$ cat config.mk
export PLATFORM = sky130hd
export DESIGN_NAME = async_serial_receiver
export DESIGN_NICKNAME = d
export VERILOG_FILES = /design/src/core/serial_rx_pkg.sv /design/src/core/baud_gen.sv /design/src/core/rx_fifo.sv /design/src/core/async_serial_receiver.sv
export VERILOG_INCLUDE_DIRS = /design/src /design/src/core
export SDC_FILE = /design/constraint.sdc
export NUM_CORES = 1
export LEC_CHECK = 0
export ABC_AREA = 1
export BUFFER_PORTS_ARGS = -buffer_cell sky130_fd_sc_hd__buf_2
export CORE_MARGIN = 2
export CORE_UTILIZATION = 53
export CTS_CLUSTER_DIAMETER = 200
export CTS_CLUSTER_SIZE = 24
export DETAILED_ROUTE_END_ITERATION = 8
export PLACE_DENSITY = 0.8
export SYNTH_ARGS = -nofsm -noshare
export SYNTH_HDL_FRONTEND = slang
export SYNTH_SLANG_ARGS = --single-unit
$ cat constraint.sdc
create_clock -name clk_sys -period 2.5 [get_ports clk_sys]
set_clock_uncertainty 0.05 [all_clocks]
set_input_delay 0 -clock clk_sys [delete_from_list [all_inputs] [get_ports clk_sys]]
set_output_delay 0 -clock clk_sys [all_outputs]
set_load 0.05 [all_outputs]
$ cat src/core/serial_rx_params.svh
// Purpose: Named constants for the serial receive path
// Assumes: Included by bare name from the core files
// Notes: Offsets are register indices on the plain register port
`ifndef SERIAL_RX_PARAMS_SVH
`define SERIAL_RX_PARAMS_SVH

`define REG_ADDR_W 3
`define OFS_RX_STATUS_CONTROL 3'h0
`define OFS_TX_STATUS_CONTROL 3'h1
`define OFS_BAUD_CONTROL 3'h2
`define OFS_BAUD_DIVISOR_HIGH 3'h3
`define OFS_BAUD_DIVISOR_LOW 3'h4
`define OFS_RX_BUFFER 3'h5

// rx_status_control bit positions
`define RCS_SERIAL_PORT_ENABLE 7
`define RCS_NINTH_BIT_RX_ENABLE 6
`define RCS_SINGLE_RECEIVE_ENABLE 5
`define RCS_CONTINUOUS_RECEIVE_ENABLE 4
`define RCS_ADDRESS_DETECT_ENABLE 3
`define RCS_FRAMING_ERROR_FLAG 2
`define RCS_OVERRUN_ERROR_FLAG 1
`define RCS_RECEIVED_NINTH_BIT 0
`define RCS_WR_MASK 8'hF8

// tx_status_control bit positions
`define TXS_SYNC_SELECT 4
`define TXS_HIGH_SPEED_BAUD_SELECT 2
`define TXS_WR_MASK 8'hFD
`define TXS_SHIFT_EMPTY 8'h02

// baud_control bit positions
`define BDC_RX_IDLE 6
`define BDC_RX_POLARITY_INVERT 5
`define BDC_WIDE_DIVISOR_SELECT 3
`define BDC_WR_MASK 8'hBB

`define RST_RX_STATUS_CONTROL 8'h00
`define RST_TX_STATUS_CONTROL 8'h00
`define RST_BAUD_CONTROL 8'h00
`define RST_BAUD_DIVISOR 16'h0000

`define TICK_HALF_BIT 4'h7
`define TICK_LAST 4'hF
`define X64_PRESCALE_LAST 2'h3
`define BIT_IDX_8TH 4'h7
`define BIT_IDX_9TH 4'h8

`endif

$ cat src/core/serial_rx_pkg.sv
// Purpose: Types shared by the serial receive path
// Assumes: Constants live in serial_rx_params.svh
// Notes: Nothing here is imported; use package::name
package serial_rx_pkg;

  typedef enum logic [1:0] {
    RX_IDLE,
    RX_START,
    RX_DATA,
    RX_STOP
  } rx_state_t;

  typedef struct packed {
    logic framing_error;
    logic ninth;
    logic [7:0] data;
  } rx_char_t;

endpackage

$ cat src/core/baud_gen.sv
// Purpose: Baud generator producing a x16 oversample tick
// Assumes: Divisor stable while running
// Notes: Slow mode divides by four more so the line is seen at x64
`include "serial_rx_params.svh"

module baud_gen (
  input wire logic clk_sys, // System clock
  input wire logic sys_rst, // Synchronous reset, high
  input wire logic run, // Generator enable
  input wire logic [15:0] divisor, // Divisor high:low
  input wire logic wide_divisor_select, // Use all 16 divisor bits
  input wire logic high_speed_baud_select, // High-speed option
  output logic sample_tick // One pulse per 1/16 bit
);

  logic [15:0] cnt_q;
  logic [1:0] pre_q;
  logic brg_tick;
  logic x64_mode;
  logic [15:0] reload;

  assign reload = wide_divisor_select ? divisor : {8'h00, divisor[7:0]};
  assign x64_mode = !wide_divisor_select && !high_speed_baud_select;
  assign brg_tick = run && (cnt_q == 16'h0000);
  assign sample_tick = brg_tick && (!x64_mode ||
                       (pre_q == `X64_PRESCALE_LAST));

  always_ff @(posedge clk_sys) begin
    if (sys_rst || !run) begin
      cnt_q <= 16'h0000;
      pre_q <= 2'h0;
    end else if (brg_tick) begin
      cnt_q <= reload;
      pre_q <= pre_q + 2'h1;
    end else begin
      cnt_q <= cnt_q - 16'h0001;
    end
  end

endmodule

$ cat src/core/rx_fifo.sv
// Purpose: Small first-in first-out store for received characters
// Assumes: DEPTH a power of two, at least two
// Notes: Push and pop may share a cycle; full refuses the push
module rx_fifo #(
  parameter int WIDTH = 10,
  parameter int DEPTH = 2
) (
  input wire logic clk_sys, // System clock
  input wire logic sys_rst, // Synchronous reset, high
  input wire logic in_valid, // Push request
  output logic in_ready, // Room for a push
  input wire logic [WIDTH-1:0] in_data, // Pushed entry
  output logic out_valid, // Head entry present
  input wire logic out_ready, // Pop request
  output logic [WIDTH-1:0] out_data // Head entry
);

  localparam int PW = (DEPTH > 1) ? $clog2(DEPTH) : 1;
  localparam int CW = $clog2(DEPTH + 1);

  generate
    if (DEPTH < 2 || (DEPTH & (DEPTH - 1)) != 0) begin : g_bad_depth
      $error("rx_fifo DEPTH must be a power of two, at least 2");
    end
  endgenerate

  logic [WIDTH-1:0] mem_q [DEPTH];
  logic [PW-1:0] wr_ptr_q;
  logic [PW-1:0] rd_ptr_q;
  logic [CW-1:0] count_q;
  logic push;
  logic pop;

  assign in_ready = (count_q != CW'(DEPTH));
  assign out_valid = (count_q != '0);
  assign out_data = mem_q[rd_ptr_q];
  assign push = in_valid && in_ready;
  assign pop = out_ready && out_valid;

  always_ff @(posedge clk_sys) begin
    if (push) begin
      mem_q[wr_ptr_q] <= in_data;
    end
  end

  always_ff @(posedge clk_sys) begin
    if (sys_rst) begin
      wr_ptr_q <= '0;
      rd_ptr_q <= '0;
      count_q <= '0;
    end else begin
      wr_ptr_q <= wr_ptr_q + PW'(push);
      rd_ptr_q <= rd_ptr_q + PW'(pop);
      count_q <= count_q + CW'(push) - CW'(pop);
    end
  end

endmodule

$ cat src/core/async_serial_receiver.sv
// Purpose: Asynchronous receive path with oversampling and FIFO
// Assumes: rx_line and register strobes synchronous to clk_sys
// Notes: Transmitter, auto-baud, wake-up and sync modes are absent
//
// Functional notes
// - Recover bits at x16, shift once per bit
// - Start on falling edge of zero start bit
// - Shift 8 or 9 data bits, LSb first
// - Stop bit zero sets framing error, else clears
// - Completed character moves into two-entry FIFO
// - Buffer read pops; flag clears when empty
// - Third character while full: discard, set overrun
// - Overrun blocks reception until enable toggled
// - Flag on data; interrupt only when enabled
// - Address detect cleared: every character is stored
// - Shift register never visible to software
// - Unimplemented register bits read as zero
// - Sampling clock x16 or x64 per options
//
// The strobed register port and the register offsets are this design's own decisions.
`include "serial_rx_params.svh"

module async_serial_receiver #(
  parameter int FIFO_DEPTH = 2
) (
  input wire logic clk_sys, // System clock, 50 MHz
  input wire logic sys_rst, // Synchronous reset, high
  input wire logic [`REG_ADDR_W-1:0] reg_addr, // Register index
  input wire logic [7:0] reg_wr_data, // Write data
  input wire logic reg_wr_en, // Write strobe
  input wire logic reg_rd_en, // Read strobe
  output logic [7:0] reg_rd_data, // Read data, cycle after strobe
  input wire logic rx_line, // Serial receive pin
  input wire logic rx_irq_enable, // Receive interrupt enable
  output logic rx_ready_flag, // Character waiting
  output logic rx_irq // Receive interrupt request
);

  generate
    if (FIFO_DEPTH < 2) begin : g_bad_depth
      $error("FIFO_DEPTH must be at least 2");
    end
  endgenerate

  // Software-visible control state
  logic [7:0] rx_ctrl_q;
  logic [7:0] tx_ctrl_q;
  logic [7:0] baud_ctrl_q;
  logic [15:0] divisor_q;
  logic overrun_q;
  logic [7:0] rd_data_q;

  // Receive engine state
  serial_rx_pkg::rx_state_t state_q;
  logic [3:0] tick_q;
  logic [3:0] bit_idx_q;
  logic [8:0] rx_shift_register_q;
  logic [2:0] recov_q;
  logic line_prev_q;

  // Decoded controls
  logic serial_port_enable;
  logic ninth_bit_rx_enable;
  logic continuous_receive_enable;
  logic address_detect_enable;
  logic rx_polarity_invert;
  logic wide_divisor_select;
  logic high_speed_baud_select;
  logic rx_on;
  logic sample_tick;
  logic line_in;
  logic bit_val;
  logic start_edge;
  logic stop_done;
  logic keep_char;
  logic push_valid;
  logic push_ready;
  logic [3:0] last_idx;
  serial_rx_pkg::rx_char_t push_char;
  serial_rx_pkg::rx_char_t head_char;
  logic head_valid;
  logic pop;

  // Register decode
  logic sel_rx_ctrl;
  logic sel_tx_ctrl;
  logic sel_baud_ctrl;
  logic sel_div_high;
  logic sel_div_low;
  logic sel_rx_buffer;
  logic [7:0] rx_ctrl_view;
  logic [7:0] baud_ctrl_view;
  logic [7:0] rd_mux;

  assign sel_rx_ctrl = (reg_addr == `OFS_RX_STATUS_CONTROL);
  assign sel_tx_ctrl = (reg_addr == `OFS_TX_STATUS_CONTROL);
  assign sel_baud_ctrl = (reg_addr == `OFS_BAUD_CONTROL);
  assign sel_div_high = (reg_addr == `OFS_BAUD_DIVISOR_HIGH);
  assign sel_div_low = (reg_addr == `OFS_BAUD_DIVISOR_LOW);
  assign sel_rx_buffer = (reg_addr == `OFS_RX_BUFFER);

  assign serial_port_enable = rx_ctrl_q[`RCS_SERIAL_PORT_ENABLE];
  assign ninth_bit_rx_enable = rx_ctrl_q[`RCS_NINTH_BIT_RX_ENABLE];
  assign continuous_receive_enable =
    rx_ctrl_q[`RCS_CONTINUOUS_RECEIVE_ENABLE];
  assign address_detect_enable = rx_ctrl_q[`RCS_ADDRESS_DETECT_ENABLE];
  assign rx_polarity_invert = baud_ctrl_q[`BDC_RX_POLARITY_INVERT];
  assign wide_divisor_select = baud_ctrl_q[`BDC_WIDE_DIVISOR_SELECT];
  assign high_speed_baud_select = tx_ctrl_q[`TXS_HIGH_SPEED_BAUD_SELECT];

  // Sync select is left to software; port enable, continuous receive enable and no overrun gate here
  assign rx_on = serial_port_enable && continuous_receive_enable &&
                 !overrun_q;

  baud_gen u_baud_gen (
    .clk_sys(clk_sys),
    .sys_rst(sys_rst),
    .run(rx_on),
    .divisor(divisor_q),
    .wide_divisor_select(wide_divisor_select),
    .high_speed_baud_select(high_speed_baud_select),
    .sample_tick(sample_tick)
  );

  // Line after polarity, then a 3-sample recovery shifter
  assign line_in = rx_line ^ rx_polarity_invert;
  assign bit_val = (recov_q[0] & recov_q[1]) | (recov_q[0] & recov_q[2]) |
                   (recov_q[1] & recov_q[2]);
  assign start_edge = line_prev_q && !line_in;
  assign last_idx = ninth_bit_rx_enable ? `BIT_IDX_9TH
                                        : `BIT_IDX_8TH;
  assign stop_done = (state_q == serial_rx_pkg::RX_STOP) && sample_tick &&
                     (tick_q == `TICK_LAST);

  // With nine bits enabled, address detect drops data characters until software clears it
  assign keep_char = !(address_detect_enable && ninth_bit_rx_enable &&
                       !rx_shift_register_q[8]);
  assign push_valid = stop_done && keep_char;
  assign push_char.framing_error = !bit_val;
  assign push_char.ninth = ninth_bit_rx_enable && rx_shift_register_q[8];
  assign push_char.data = ninth_bit_rx_enable ? rx_shift_register_q[7:0]
                                              : rx_shift_register_q[8:1];

  rx_fifo #(
    .WIDTH($bits(serial_rx_pkg::rx_char_t)),
    .DEPTH(FIFO_DEPTH)
  ) u_rx_fifo (
    .clk_sys(clk_sys),
    .sys_rst(sys_rst),
    .in_valid(push_valid),
    .in_ready(push_ready),
    .in_data(push_char),
    .out_valid(head_valid),
    .out_ready(pop),
    .out_data(head_char)
  );

  assign pop = reg_rd_en && sel_rx_buffer;
  assign rx_ready_flag = head_valid;
  assign rx_irq = head_valid && rx_irq_enable;

  always_ff @(posedge clk_sys) begin
    if (sys_rst) begin
      line_prev_q <= 1'b0;
      recov_q <= 3'h0;
    end else begin
      line_prev_q <= line_in;
      if (sample_tick) begin
        recov_q <= {recov_q[1:0], line_in};
      end
    end
  end

  // Receive engine: shifts once per bit, sampled at x16
  always_ff @(posedge clk_sys) begin
    if (sys_rst || !rx_on) begin
      state_q <= serial_rx_pkg::RX_IDLE;
      tick_q <= 4'h0;
      bit_idx_q <= 4'h0;
      rx_shift_register_q <= 9'h000;
    end else begin
      case (state_q)
        serial_rx_pkg::RX_IDLE: begin
          tick_q <= 4'h0;
          if (start_edge) begin
            state_q <= serial_rx_pkg::RX_START;
          end
        end
        serial_rx_pkg::RX_START: begin
          if (sample_tick) begin
            tick_q <= tick_q + 4'h1;
            if (tick_q == `TICK_HALF_BIT) begin
              tick_q <= 4'h0;
              bit_idx_q <= 4'h0;
              // A glitch shorter than half a bit is not a start
              if (bit_val) begin
                state_q <= serial_rx_pkg::RX_IDLE;
              end else begin
                state_q <= serial_rx_pkg::RX_DATA;
              end
            end
          end
        end
        serial_rx_pkg::RX_DATA: begin
          if (sample_tick) begin
            tick_q <= tick_q + 4'h1;
            if (tick_q == `TICK_LAST) begin
              rx_shift_register_q <= {bit_val,
                                      rx_shift_register_q[8:1]};
              bit_idx_q <= bit_idx_q + 4'h1;
              if (bit_idx_q == last_idx) begin
                state_q <= serial_rx_pkg::RX_STOP;
              end
            end
          end
        end
        serial_rx_pkg::RX_STOP: begin
          if (sample_tick) begin
            tick_q <= tick_q + 4'h1;
            if (tick_q == `TICK_LAST) begin
              state_q <= serial_rx_pkg::RX_IDLE;
            end
          end
        end
        default: begin
          state_q <= serial_rx_pkg::RX_IDLE;
        end
      endcase
    end
  end

  // Set wins; the clear only happens with reception switched off
  always_ff @(posedge clk_sys) begin
    if (sys_rst) begin
      overrun_q <= 1'b0;
    end else if (push_valid && !push_ready) begin
      overrun_q <= 1'b1;
    end else if (!continuous_receive_enable) begin
      overrun_q <= 1'b0;
    end
  end

  // Control registers
  always_ff @(posedge clk_sys) begin
    if (sys_rst) begin
      rx_ctrl_q <= `RST_RX_STATUS_CONTROL;
      tx_ctrl_q <= `RST_TX_STATUS_CONTROL;
      baud_ctrl_q <= `RST_BAUD_CONTROL;
      divisor_q <= `RST_BAUD_DIVISOR;
    end else if (reg_wr_en) begin
      if (sel_rx_ctrl) begin
        rx_ctrl_q <= reg_wr_data & `RCS_WR_MASK;
      end else if (sel_tx_ctrl) begin
        tx_ctrl_q <= reg_wr_data & `TXS_WR_MASK;
      end else if (sel_baud_ctrl) begin
        baud_ctrl_q <= reg_wr_data & `BDC_WR_MASK;
      end else if (sel_div_high) begin
        divisor_q[15:8] <= reg_wr_data;
      end else if (sel_div_low) begin
        divisor_q[7:0] <= reg_wr_data;
      end
    end
  end

  // Framing error and ninth bit describe the character at the FIFO head
  always_comb begin
    rx_ctrl_view = rx_ctrl_q & `RCS_WR_MASK;
    rx_ctrl_view[`RCS_FRAMING_ERROR_FLAG] =
      head_valid && head_char.framing_error;
    rx_ctrl_view[`RCS_OVERRUN_ERROR_FLAG] = overrun_q;
    rx_ctrl_view[`RCS_RECEIVED_NINTH_BIT] = head_valid && head_char.ninth;
    baud_ctrl_view = baud_ctrl_q & `BDC_WR_MASK;
    baud_ctrl_view[`BDC_RX_IDLE] = (state_q == serial_rx_pkg::RX_IDLE);
  end

  // Only the FIFO head is readable, never the shift register
  always_comb begin
    if (sel_rx_ctrl) begin
      rd_mux = rx_ctrl_view;
    end else if (sel_tx_ctrl) begin
      rd_mux = tx_ctrl_q | `TXS_SHIFT_EMPTY;
    end else if (sel_baud_ctrl) begin
      rd_mux = baud_ctrl_view;
    end else if (sel_div_high) begin
      rd_mux = divisor_q[15:8];
    end else if (sel_div_low) begin
      rd_mux = divisor_q[7:0];
    end else if (sel_rx_buffer) begin
      rd_mux = head_valid ? head_char.data : 8'h00;
    end else begin
      rd_mux = 8'h00;
    end
  end

  // Read data stands for one cycle only
  always_ff @(posedge clk_sys) begin
    if (sys_rst || !reg_rd_en) begin
      rd_data_q <= 8'h00;
    end else begin
      rd_data_q <= rd_mux;
    end
  end

  assign reg_rd_data = rd_data_q;

endmodule

# Word level (Yosys, flattened, before mapping)
# Memories as Yosys holds them, arrays and structs flattened. A register that Yosys moved wholly into a read port is not among the register bits.
# Index checks and enable logic that the tools add are counted.
# classes
addsub,8
eq_ne,23
mux,35
n_bitwise,10
n_reduce_logical,48
# op_table
cell,count
$mux 8,8
$mux 16,2
$mux 4,8
$logic_and 1x1->1,19
$mux 2,9
$logic_not 16->1,1
$ne 2x2->1 const B,8
$sub 16x1->16 const B,1
$pmux 4 s3,1
$logic_not 1->1,11
$reduce_and 5->1,2
$add 4x1->4 const B,2
$pmux 2 s4,1
$pmux 4 s2,1
$reduce_and 8->1,1
$eq 2x2->1 const B,3
$eq 3x2->1 const B,2
$eq 3x3->1 const B,2
$ne 2x1->1 const B,3
$reduce_and 3->1,2
$reduce_and 6->1,1
$mux 1,5
$eq 4x3->1 const B,1
$eq 4x4->1,1
other kinds (18),29
# word_totals
register_bits,88
mem_bits_rw,20
in_bits,17
output_inout_bits,10
wordCells,143
memories,1
# memory_table
name,words,width,read_ports,rd_ports_with_merged_regs,write_ports,line_no,source
u_rx_fifo.mem_q,2,10,1,1,1,rx_fifo.sv:27,logic [WIDTH-1:0] mem_q [DEPTH];

# Logic depth before layout (Yosys ltp)
# logic_depth
word_depth,11
mapped_depth,12
depth_no_buf,12

# Hierarchy
# From an unflattened synthesis, not the netlist that was laid out.
# unflattened
hier_cells,696
area_unflattened_um2,5177.5
# modules_own_cells
mod,n_inst,cells_per_inst,area_each_um2,seq_area_each_um2
async_serial_receiver,1,416,2992.9,1321.3
baud_gen,1,194,1226.2,360.3
rx_fifo,1,86,958.4,680.7

# Worst setup path before layout
# No wires, ideal clock.
# synth_path
path_type,register to register
from,register u_baud_gen.cnt_q[0]
to,memory u_rx_fifo.mem_q[1][0] (enable)
setup_ns,0.376
arrival_ns,1.658
required_time_ns,2.074
slack_ns,0.415
stages_incl_launch_ff,9
n_path_buf,0
synth_period_minus_slack_ns,2.085
path_cell_list,dfxtp_1 > inv_1 > ha_1 > nand3_1 > nor2_1 > nand4_1 > nor2_1 > nand4_1 > nor2_1
# synth_via
elab_chain_cells,9
# synth_rtl
item,line_no,source
start: declaration,baud_gen.sv:16,logic [15:0] cnt_q;
start signal: assignment,baud_gen.sv:33,cnt_q <= reload;
start signal: assignment,baud_gen.sv:36,cnt_q <= cnt_q - 16'h0001;
$logic_not 16->1,baud_gen.sv:24,assign brg_tick = run && (cnt_q == 16'h0000);
$logic_and 1x1->1,baud_gen.sv:24,
$logic_and 1x1->1,baud_gen.sv:25,assign sample_tick = brg_tick && (!x64_mode ||
$logic_and 1x1->1 (2 in a row),async_serial_receiver.sv:132,assign stop_done = (state_q == serial_rx_pkg::RX_STOP) && sample_tick &&
$logic_and 1x1->1,async_serial_receiver.sv:138,assign push_valid = stop_done && keep_char;
$logic_and 1x1->1,rx_fifo.sv:37,assign push = in_valid && in_ready;
$mux 1,rx_fifo.sv:41,if (push) begin
$mux 1 (implied by the code),rx_fifo.sv:42,mem_q[wr_ptr_q] <= in_data;
end: declaration,rx_fifo.sv:27,
# No other way between the ends.

# Worst setup path in the final report
# layout_path
from,register u_baud_gen.cnt_q[0]
to,memory u_rx_fifo.mem_q[0][7] (enable)
# The elaborated chain is that of the path after synthesis.

==> flow_metrics.env <==
export IMPL_drtAntennaViolNets=0
export IMPL_pwr_share_comb_pct=5.3
export IMPL_cts_reportedPaths_clkPinSlew_ns=0.11
export IMPL_status="finished, final reports clean"
export IMPL_powerDensity_nw_per_um2=557
export IMPL_rsz0062_at_grt="no"
export IMPL_crit_chain="inv_1 > ha_1 > nand3_1 > nor2_1 > nand4_1 > nor2_1 > nand4_1 > inv_1 > ha_2"
export IMPL_critPathMaxStageDelay_ns=0.32
export IMPL_ioPinCount=27
export IMPL_vias_per_cell=5.50
export IMPL_yosysSeqAreaShare_pct=48.5
export IMPL_cts_tree="built"
export IMPL_vias=4332
export IMPL_rr_worst_depth=9
export IMPL_ir_drop_v=0.000352
export IMPL_final_setup_viol_count=0
export IMPL_std_cell_rows=34
export IMPL_gp_congestion=0.920
export IMPL_p_sw_w=0.000804
export IMPL_core_area_um2=8810
export IMPL_grt_max_degree=30
export IMPL_hold_path_depth=4
export IMPL_die_h_um=99.8
export IMPL_period_share_pct=87.6
export IMPL_synth_async_reset_ratio_pct=0
export IMPL_finalHoldViolCount=0
export IMPL_cpMaxStageDelayCell="dfxtp_1"
export IMPL_place_hpwl_mm=8.84
export IMPL_clkPwrFrac_pct=35.8
export IMPL_switching_share_pct=26.3
export IMPL_path_depth=9
export IMPL_p_leak_nw=2.26
export IMPL_start_util_pct=55.3
export IMPL_grt_use_total_pct=24.9
export IMPL_syn_area_um2=4870
export IMPL_arrival_ns=2.22
export IMPL_p_int_w=0.00225
export IMPL_dieArea_um2=9970
export IMPL_seq_power_share_pct=58.9
export IMPL_cts_buffer_depth=2
export IMPL_critPathKind="reg2reg"
export IMPL_min_path_type="in2reg"
export IMPL_cp_start_kind="register"
export IMPL_syn_inst=630
export IMPL_antenna_found_initial=0
export IMPL_grt_pass1_wl_mm=19.5
export IMPL_power_w=0.00305
export IMPL_syn_num_nets=654
export IMPL_tns_ns=0
export IMPL_drive_above_1_share_pct=10.9
export IMPL_worst_pin_slew_ns=0.530
export IMPL_grt_ovfl_total=0
export IMPL_syn_avg_cell_area_um2=7.73
export IMPL_die_width_um=99.8
export IMPL_grt_pass1_vias=4134
export IMPL_end_kind="register"
export IMPL_ys_ff_latch=108
export IMPL_cts_sinks=108
export IMPL_routed_wl_mm=11.9
export IMPL_synth_edff_count=20
export IMPL_nNetsFinal=698
export IMPL_yosysUniqueCellTypes=41
export IMPL_areaGrowthSynthToFinish_pct=12.6
export IMPL_drc=0
export IMPL_port_buffers=26
export IMPL_wire_per_inst_um=15.1
export IMPL_numCtsBuffers=9
export IMPL_clk_latency_ns=0.38
export IMPL_yosysWarnings=0
export IMPL_drtPass1Iterations=4
export IMPL_crit_buf_inv=2
export IMPL_crit_fanout=10
export IMPL_drt_iter0_drc=193
export IMPL_cts_root_buffer="clkbuf_8"
export IMPL_post_route_min_period_ns=2.19
export IMPL_slew_headroom_pct=64.4
export IMPL_ys_flop_type="dfxtp_1"
export IMPL_antennaDiodeCount=0
export IMPL_cts_setup_buffers=0
export IMPL_htreeDepth=3
export IMPL_cp_required_ns=2.53
export IMPL_fmax_mhz=456
export IMPL_fin_util_pct=62.3
export IMPL_slew_viol_final=0
export IMPL_cap_viol_max_count=0
export IMPL_cp_top_family="simple AND/OR/NAND/NOR gates"
-- cells by family after synthesis --
kind of cell | share of synthesized area [%]
buffers and inverters | 7.71
adders and majority gates | 2.01
DFF | 48.5
xor gates and xnor gates | 2.52
and+or+nand+nor | 21.5
AOI/OAI and AO/OA | 17.7
-- state kept, by name, indices dropped and copies added (netlist names), named ones only --
signal / flops
recov_q: 3
u_rx_fifo.mem_q: 20
rx_ctrl_q: 5
tx_ctrl_q: 7
u_baud_gen.pre_q: 2
line_prev_q: 1
state_q: 1
divisor_q: 16
rx_shift_register_q: 9
bit_idx_q: 4
baud_ctrl_q: 6
tick_q: 4
overrun_q: 1
u_baud_gen.cnt_q: 16
u_rx_fifo.wr_ptr_q: 1
u_rx_fifo.count_q: 2
reg_rd_data: 8
u_rx_fifo.rd_ptr_q: 1
-- cell usage after synthesis, types with 4 or more instances --
cell,n,area [um2]
nand2_1,111,417
dfxtp_1,88,1760
a21oi_1,74,370
inv_1,74,278
nor2_1,71,267
o21ai_0,66,330
nand3_1,27,135
edfxtp_1,20,601
clkbuf_1,13,48.8
xor2_1,11,96.3
nand4_1,8,50.1
ha_1,7,87.6
nor2_2,7,43.8
nor3_1,7,35.0
a31oi_1,5,31.3
o22ai_1,4,25.0
-- worst min-delay path, cell delays in order --
cell,delay (ns)
buf_2,0.10
nor2_1,0.09
a21oi_1,0.13
a31oi_1,0.08
-- power groups by stage --
| stage | registers [W] | clock network (W) | logic [W] |
|---|---|---|---|
| global placement | 0.00184 | 0 | 0.000140 |
| global route | 0.00180 | 0.00116 | 0.000179 |
| floorplan | 0.00184 | 0 | 0.0000814 |
| CTS | 0.00180 | 0.00110 | 0.000158 |
| detailed placement | 0.00184 | 0 | 0.000143 |
| finish | 0.00180 | 0.00109 | 0.000162 |
-- final cells by class --
cell class	count	area, um2
well taps	108	135
repair buffers	50	343
flip-flops and latches	108	2360
fillers	790	3320
inverters	78	298
clock buffers	9	124
multi-input cells	427	2130
clock inverters	7	88.8
-- timing repair --
| item | in CTS | in global routing |
|---|---|---|
| gates resized for setup | 0 | 1 |
| hold buffers | 13 | 0 |
| setup endpoints to repair | 0 | 10 |
| endpoints found under the hold margin | 40 | 0 |
-- path summary, 6_finish.rpt --
| path | start | to | slack, ns |
|---|---|---|---|
| min reg2reg | u_baud_gen.cnt_q[0] | u_baud_gen.cnt_q[0] | 0.39 |
| max | u_baud_gen.cnt_q[0] | u_rx_fifo.mem_q[0][7] | 0.31 |
| max reg2reg | u_baud_gen.cnt_q[0] | u_rx_fifo.mem_q[0][7] | 0.31 |
| min | reg_addr[0] | reg_rd_data[7] | 0.02 |
-- through the flow --
stage | area (um2) | instances | setup slack, ns | hold slack [ns]
floorplan | 4870 | 630 | 0.415 | 0.0849
global placement | 5140 | 758 | 0.264 | 0.242
detailed placement | 5140 | 758 | 0.197 | 0.235
CTS | 5480 | 787 | 0.189 | 0.0102
global route | 5480 | 787 | 0.0966 | 0.0480
finish | 5480 | 787 | 0.309 | 0.0198
-- cell usage in the layout (no fill, tap or decap), types with 13 or more instances in the layout --
cell / Yosys / routed
nand2_1: 111 / 111
dfxtp_1: 88 / 88
inv_1: 74 / 74
a21oi_1: 74 / 74
nor2_1: 71 / 71
o21ai_0: 66 / 66
nand3_1: 27 / 27
buf_2: 2 / 26
edfxtp_1: 20 / 20
dlygate4sd3_1: 0 / 13
-- routing by layer --
layer / vias to the layer above / wire [um] / track usage (%) / part of all wire (%)
li1: 2176 / - / - / -
met1: 2000 / 5070 / 32.6 / 43
met2: 145 / 5890 / 42.2 / 49
met3: 11 / 809 / 5.92 / 6.8
met4: 0 / 140 / 5.80 / 1.2
met5: - / 0 / 0 / 0
Note: power is estimated with default switching activity, not from simulation.
